File: src/drv_pkg.sv
// Purpose: Shared constants and types for the two-wire octal driver target
// Assumes: 50 MHz system clock
// Notes:   Address layout and the latch reset value live here
package drv_pkg;

    // Address layout: fixed upper four bits, three strapped bits
    localparam logic [3:0] addr_fixed_bits  = 4'h7;
    localparam int         addr_width       = 7;
    localparam int         addr_strap_width = 3;
    localparam int         bits_per_byte    = 8;
    localparam logic [3:0] ack_bit_index    = 4'h8;

    // Latch reset: all outputs driven low (on)
    localparam logic [7:0] latch_reset      = 8'h00;
    localparam logic       write_direction  = 1'b0;

    // Receiver states
    typedef enum logic [2:0] {
        st_idle,
        st_addr,
        st_addr_ack,
        st_data,
        st_data_ack,
        st_ignore
    } rx_state_t;

    // Synchronised bus pins
    typedef struct packed {
        logic scl;
        logic sda;
    } bus_pins_t;

endpackage

File: src/drv_sync.sv
// Purpose: Two flip-flop synchroniser for a group of pins
// Assumes: Inputs asynchronous to clock
// Notes:   First stage feeds only the second stage
`timescale 1ns/10ps
`default_nettype none
module drv_sync #(
    parameter int width      = 2,
    parameter logic [31:0] rst_value = 32'hffffffff
) (
    // Clock and reset
    input  wire logic             clock,
    input  wire logic             arst_n,
    // Data
    input  wire logic [width-1:0] async_in,
    output var  logic [width-1:0] sync_out
);

    logic [width-1:0] stage1;

    // Elaboration check: the reset word holds at most 32 bits
    if (width < 1 || width > 32) begin : g_width_check
        $error("drv_sync: width out of range");
    end

    // Two-stage capture
    always_ff @(posedge clock or negedge arst_n) begin
        if (!arst_n) begin
            stage1   <= rst_value[width-1:0];
            sync_out <= rst_value[width-1:0];
        end else begin
            stage1   <= async_in;
            sync_out <= stage1;
        end
    end

endmodule
`default_nettype wire

File: src/drv_target.sv
// Purpose: Write-only two-wire target driving eight open-drain outputs
// Assumes: Bus pins oversampled by a 50 MHz clock, bus at most 400 kHz
// Notes:   Only write transfers accepted; reads are ignored
//
// Summary of operation
// - A falling data line while the clock line is high is a start that readies the address decoder.
// - A rising data line while the clock line is high is a stop that returns the target to idle.
// - Seven address bits are shifted in after the start and compared with the own address.
// - The upper four address bits are fixed and the lower three come from the select pins, giving 38h to 3Fh.
// - Unconnected select pins read as one because of their pull-ups.
// - When addressed the target holds the data line low through the ninth clock of every byte.
// - A one in a data bit releases the matching output and a zero drives it low.
// - After reset all eight outputs are driven low.
`timescale 1ns/10ps
`default_nettype none
module drv_target #(
    parameter int out_count = 8
) (
    // Clock and reset
    input  wire logic                 clock,
    input  wire logic                 arst_n,
    // Address straps
    input  wire logic [2:0]           addr_select_pins,
    // Two-wire bus
    input  wire logic                 scl_in,
    input  wire logic                 sda_in,
    output var  logic                 sda_out,
    output var  logic                 sda_oe,
    // Driver outputs
    output var  logic [out_count-1:0] open_drain_drive_outputs,
    output var  logic [out_count-1:0] drive_oe
);

    ////////////////////////////////////////////////////////////////////////
    // Input synchronisation

    drv_pkg::bus_pins_t         pins;
    drv_pkg::bus_pins_t         pins_q;
    logic [2:0]                 straps;
    drv_pkg::rx_state_t         state;
    logic [3:0]                 bit_cnt;
    logic [7:0]                 shift;
    logic [out_count-1:0]       output_drive_latch;
    logic                       start_det;
    logic                       stop_det;
    logic                       scl_rise;
    logic                       scl_fall;
    logic [6:0]                 own_addr;

    // Elaboration check: the latch is loaded from one received byte
    if (out_count != drv_pkg::bits_per_byte) begin : g_count_check
        $error("drv_target: out_count must be 8");
    end

    // Default width and all-ones reset match the idle bus
    drv_sync u_bus_sync (
        .clock    (clock),
        .arst_n   (arst_n),
        .async_in ({scl_in, sda_in}),
        .sync_out (pins)
    );

    // Pull-ups mean an open strap resets and reads as one
    drv_sync #(.width(3)) u_strap_sync (
        .clock    (clock),
        .arst_n   (arst_n),
        .async_in (addr_select_pins),
        .sync_out (straps)
    );

    // Own address from fixed bits and straps
    assign own_addr = {drv_pkg::addr_fixed_bits, straps};

    ////////////////////////////////////////////////////////////////////////
    // Bus event detection

    always_ff @(posedge clock or negedge arst_n) begin
        if (!arst_n) begin
            pins_q <= '1;
        end else begin
            pins_q <= pins;
        end
    end

    assign start_det = pins_q.scl && pins.scl && pins_q.sda && !pins.sda;
    assign stop_det  = pins_q.scl && pins.scl && !pins_q.sda && pins.sda;
    assign scl_rise  = !pins_q.scl && pins.scl;
    assign scl_fall  = pins_q.scl && !pins.scl;

    ////////////////////////////////////////////////////////////////////////
    // Receive state machine

    always_ff @(posedge clock or negedge arst_n) begin
        if (!arst_n) begin
            state   <= drv_pkg::st_idle;
            bit_cnt <= 4'h0;
            shift   <= 8'h00;
        end else if (start_det) begin
            // Repeated start also lands here
            state   <= drv_pkg::st_addr;
            bit_cnt <= 4'h0;
            shift   <= 8'h00;
        end else if (stop_det) begin
            state   <= drv_pkg::st_idle;
            bit_cnt <= 4'h0;
        end else begin
            case (state)
                drv_pkg::st_addr, drv_pkg::st_data: begin
                    if (scl_rise) begin
                        shift   <= {shift[6:0], pins.sda};
                        bit_cnt <= bit_cnt + 4'h1;
                    end else if (scl_fall && bit_cnt == drv_pkg::ack_bit_index) begin
                        bit_cnt <= 4'h0;
                        if (state == drv_pkg::st_data) begin
                            state <= drv_pkg::st_data_ack;
                        end else if (shift[7:1] == own_addr
                                     && shift[0] == drv_pkg::write_direction) begin
                            state <= drv_pkg::st_addr_ack;
                        end else begin
                            state <= drv_pkg::st_ignore;
                        end
                    end
                end
                drv_pkg::st_addr_ack, drv_pkg::st_data_ack: begin
                    // Ninth clock ends on its falling edge
                    if (scl_fall) begin
                        state <= drv_pkg::st_data;
                    end
                end
                default: begin
                    // Idle and ignore wait for the next start
                    state <= state;
                end
            endcase
        end
    end

    ////////////////////////////////////////////////////////////////////////
    // Acknowledge drive

    always_ff @(posedge clock or negedge arst_n) begin
        if (!arst_n) begin
            sda_out <= 1'b0;
            sda_oe  <= 1'b0;
        end else begin
            sda_out <= 1'b0;
            sda_oe  <= (state == drv_pkg::st_addr_ack || state == drv_pkg::st_data_ack)
                       && !(scl_fall || start_det || stop_det);
        end
    end

    ////////////////////////////////////////////////////////////////////////
    // Output latch

    // Latch on the falling edge closing the data acknowledge
    always_ff @(posedge clock or negedge arst_n) begin
        if (!arst_n) begin
            output_drive_latch <= drv_pkg::latch_reset;
        end else if (state == drv_pkg::st_data_ack && scl_fall && !start_det && !stop_det) begin
            output_drive_latch <= shift;
        end
    end

    // Zero bit pulls low, one bit releases
    always_ff @(posedge clock or negedge arst_n) begin
        if (!arst_n) begin
            open_drain_drive_outputs <= '0;
            drive_oe                 <= '1;
        end else begin
            open_drain_drive_outputs <= '0;
            drive_oe                 <= ~output_drive_latch;
        end
    end

    ////////////////////////////////////////////////////////////////////////
    // Checks

    a_ack_low_ninth: assert property (@(posedge clock) disable iff (!arst_n)
        (state == drv_pkg::st_addr_ack && !scl_fall && !start_det && !stop_det) |=> sda_oe)
        else $error("ack not driven");
    a_ignore_release: assert property (@(posedge clock) disable iff (!arst_n)
        (state == drv_pkg::st_ignore) |=> !sda_oe)
        else $error("sda driven while ignoring");
    a_stop_idle: assert property (@(posedge clock) disable iff (!arst_n)
        (stop_det && !start_det) |=> state == drv_pkg::st_idle)
        else $error("stop not honoured");
    a_start_addr: assert property (@(posedge clock) disable iff (!arst_n)
        start_det |=> (state == drv_pkg::st_addr && bit_cnt == 4'h0))
        else $error("start not honoured");
    a_latch_drive: assert property (@(posedge clock) disable iff (!arst_n)
        (state == drv_pkg::st_data_ack && scl_fall && !start_det && !stop_det)
        |=> ##1 drive_oe == ~$past(shift, 2))
        else $error("outputs do not follow byte");
    a_latch_hold: assert property (@(posedge clock) disable iff (!arst_n)
        (state != drv_pkg::st_data_ack) |=> $stable(output_drive_latch))
        else $error("latch changed outside ack");
    a_addr_match: assert property (@(posedge clock) disable iff (!arst_n)
        (state == drv_pkg::st_addr && scl_fall && bit_cnt == drv_pkg::ack_bit_index
         && !start_det && !stop_det && shift[7:1] != own_addr)
        |=> state == drv_pkg::st_ignore)
        else $error("foreign address accepted");
    a_read_refused: assert property (@(posedge clock) disable iff (!arst_n)
        (state == drv_pkg::st_addr && scl_fall && bit_cnt == drv_pkg::ack_bit_index
         && !start_det && !stop_det && shift[0])
        |=> state == drv_pkg::st_ignore)
        else $error("read accepted");

    // Line must already be low whenever the ninth clock is high
    a_ack_held: assert property (@(posedge clock) disable iff (!arst_n)
        ((state == drv_pkg::st_addr_ack || state == drv_pkg::st_data_ack) && pins.scl) |-> sda_oe)
        else $error("ack released during ninth clock");
    a_oe_only_ack: assert property (@(posedge clock) disable iff (!arst_n)
        sda_oe |-> (state == drv_pkg::st_addr_ack || state == drv_pkg::st_data_ack))
        else $error("data line driven outside ack");
    a_bit_count_range: assert property (@(posedge clock) disable iff (!arst_n)
        (state == drv_pkg::st_addr || state == drv_pkg::st_data) |-> bit_cnt <= drv_pkg::ack_bit_index)
        else $error("bit counter past byte end");

endmodule
`default_nettype wire

File: config.mk
export PLATFORM = sky130hd
export DESIGN_NAME = drv_target
export DESIGN_NICKNAME = d
export VERILOG_FILES = /design/src/drv_pkg.sv /design/src/drv_sync.sv /design/src/drv_target.sv
export SDC_FILE = /design/constraint.sdc
export NUM_CORES = 1
export LEC_CHECK = 0
export ABC_CLOCK_PERIOD_IN_PS = 2250
export BUFFER_PORTS_ARGS = -buffer_cell sky130_fd_sc_hd__buf_2
export CAP_MARGIN = 20
export CELL_PAD_IN_SITES_DETAIL_PLACEMENT = 0
export CELL_PAD_IN_SITES_GLOBAL_PLACEMENT = 2
export CORE_MARGIN = 5
export CORE_UTILIZATION = 38
export CTS_BUF_LIST = sky130_fd_sc_hd__clkbuf_16
export CTS_CLUSTER_DIAMETER = 40
export DETAILED_ROUTE_END_ITERATION = 8
export PLACE_DENSITY = 0.76
export SLEW_MARGIN = 20
export SYNTH_ARGS = -nofsm -noshare
export SYNTH_HDL_FRONTEND = slang
export SYNTH_SLANG_ARGS = --single-unit
File: constraint.sdc
create_clock -name clock -period 2.25 [get_ports clock]
set_input_delay 0.225 -clock clock [delete_from_list [all_inputs] [get_ports clock]]
set_output_delay 0.225 -clock clock [all_outputs]
set_load 0.03 [all_outputs]
==> results.md <==
- Critical path launch point: pins_q[1]
- Ports: 25
- Max Fclk: 516 MHz
- PwrDens: 1000 mW/mm^2
- Area Growth Syn to Fin: 14.5%
- WHS Path Cells: 1
- Initial antenna violation count: 0
- Syn_area_per_cell: 12.4 um^2
- Register area: 0.00113 mm^2
- CTS H-tree depth: 2
- Top-area cell type share of the netlist area: 32.4%
- DRT antenna net count: 0
- Total power: 2130 uW
- Resized cells post-CTS: 0
- Most common cell in the synthesized netlist: dfrtp_1
- Synth unique cells: 39
- Slowest-stage cell, CP: dfstp_2
- # setup viols final: 0
- Critical path buffers and inverters: 0
- CP Class: register to register
- Worst r2r src: pins_q[1]
- Ys flop type: dfrtp_1
- Clock Tree Root: clkbuf_16
- FF-to-FF setup slack: 310 ps
- Syn Inst Count: 150
- Fin. max-slew vios: 0
- DR vias/cell: 4.90
- Post-synthesis instance area: 0.00185 mm^2
- Seq/Total Area, Yosys: 60.7%
- All-Layer GR Usage: 11.2%
- Setup_tns: 0 ps
- Pre-CTS WS: 382 ps
- Async SR Flop Fraction: 100%
- Clock Skew: 7.15 ps
- Post-DP HPWL: 2130 um
- Clock slew at reported path FFs: 60 ps
- Fin nets: 176
- Final hold vios: 0
- Largest net degree at the start of global routing: 40
- Number of synthesized flops with an enable pin: 0
- Final WL: 3110 um
- Die Y: 79.9 um
- Fin util: 45.0%
- Via count: 1,152
- Num rows: 25
- Commonest cells in the netlist: dfrtp_1 (24), dfstp_2 (20), inv_1 (13), buf_4 (11), nand2_1 (11)
- Max cap viols: 0
- Crit-path cells: or3b_1 -> o32a_1 -> a2111oi_0 -> nor4_1 -> o22ai_1
- Fin crit share: 86.1%
- Synth top area cells: dfrtp_1 (32%), dfstp_2 (28%), buf_4 (4.5%)
- TritonCTS Buffers: 5
- Layout cell share with drive strength beyond 1: 32.7%
- Leakage: 0.000935 uW
- Initial core utilization: 39.3%
- Worst vdd ir: 0.440 mV
- DRC errors left: 0
- Hold buffers post-CTS: 0
- Slew Limit Headroom: 43.3%
- Worst r2r path cells: 5
- Tmin final: 1940 ps
- CP top delay family: compound AO/OA/AOI/OAI gates
- Multi-input gate area: 603 um^2
- Fill cell count: 436
- Worst-Margin Slew: 850 ps
- Seq cells post-synth: 44
- Post-CTS setup buffers: 0
- Capture point of the worst reg-to-reg path: state[1]
- Final GP Congestion: 0.826
- Core area: 0.00472 mm^2
- Worst Setup Start Kind: register
- Bufs on Longest Clock Path: 2
- Hold Crit Endpoint: u_bus_sync.stage1[1]
- DRT iter0 DRCs: 146
- Total congestion overflow: 0
- Finished Cell Area: 0.00212 mm^2
- Status: complete, no violations
- Crit path depth: 5
- Router iterations before antenna repair: 4
- Syn. warnings: 0
- Ant. Diodes: 0
- Crit path max fanout: 10
- IO buf count: 15
- First-pass GRT wire length: 5410 um
- Die width: 79.9 um
- Placed Area: 0.00195 mm^2
- CP Data Arrival Time: 2140 ps
- Setup WS post-layout: 313 ps
- Clock sinks: 44
- Hold Path Class: primary input to register
- DIE AREA: 0.00638 mm^2
- Crit-path max cell delay: 600 ps
- Synth area leader: dfrtp_1
- Critical path data required time: 2460 ps
- WL/cell: 13.2 um
- CTS tree: yes
- Setup repair after global routing missed its margin: no
- Hold Startpoint: scl_in
- Number of global-route vias before repair: 1,107
- Worst Setup End Kind: register
- Worst-Skew Late Latency: 290 ps
-- layout make-up --
cell class,instances,area share (%)
clock buffer,5,5.89
clock inverter,3,2.18
inverter,13,2.30
multi-input combinational,86,28.4
sequential,44,53.0
tap,67,3.95
timing repair buffer,17,4.24
-- sequential cells by signal, indices dropped and copies added, names as in the netlist --
| register | flops |
|---|---|
| bit_cnt | 4 |
| u_strap_sync.sync_out | 3 |
| drive_oe | 8 |
| output_drive_latch | 8 |
| shift | 8 |
| u_bus_sync.stage1 | 2 |
| u_strap_sync.stage1 | 3 |
| state | 3 |
| sda_oe | 1 |
| pins_q | 2 |
| u_bus_sync.sync_out | 2 |
-- placed cells by master, fill, tap and decap left out, types with 2 or more instances in the layout --
cell type / instances
mux2_4: 5
nor4_1: 2
nor2_1: 6
nand2b_1: 2
dfrtp_1: 24
buf_2: 15
inv_1: 13
dfstp_2: 20
nand2_1: 11
nand3_1: 2
nand3b_1: 2
conb_1: 9
xor2_1: 3
buf_4: 2
o21ai_0: 6
a22o_1: 8
ha_1: 2
and2_1: 2
mux2_2: 4
clkbuf_16: 5
nor3_1: 2
xnor2_1: 4
-- worst reg2reg max path, stage by stage, from the launching register on --
cell	delay, ps
dfstp_2	600
or3b_1	360
o32a_1	220
a2111oi_0	470
nor4_1	90
o22ai_1	120
-- routing by layer --
| layer | share of wire (%) | GRT usage [%] | vias to the layer above |
|---|---|---|---|
| met4 | 1.9 | 4.56 | 0 |
| met2 | 46 | 16.5 | 41 |
| met3 | 7.6 | 3.84 | 6 |
| met5 | 0 | 0 | - |
| li1 | - | - | 527 |
| met1 | 45 | 15.0 | 578 |
-- cells by family after synthesis --
| kind of cell | share of synthesized area (%) |
|---|---|
| buffers and inverters | 8.37 |
| adder cells (fa/ha/maj) | 1.35 |
| XOR/XNOR | 3.31 |
| flip-flops | 60.7 |
| other | 0.202 |
| AND/OR/NAND/NOR | 10.6 |
| AO/OA/AOI/OAI | 8.98 |
| multiplexers | 6.48 |
-- how the worst max path moves through the flow --
stage	end	slack [ps]
2_1_floorplan	state[1]	500
3_3_place_gp	output_drive_latch[3]	420
3_5_place_dp	state[1]	380
4_1_cts	state[1]	350
5_1_grt	state[1]	200
6_report	state[1]	310
-- power by group --
group | internal (uW) | switching (uW) | total, uW
Clock | 527 | 305 | 832
Combinational | 113 | 180 | 292
Sequential | 909 | 92.7 | 1000
-- stage by stage --
step                      cells  hold WS, ps
final                       235         37.1
after global routing        235         21.6
after CTS                   235         30.2
after detailed placement    227          331
after global placement      227          331
after floorplan             158        -70.6
Power figures use the tool's default switching activity.
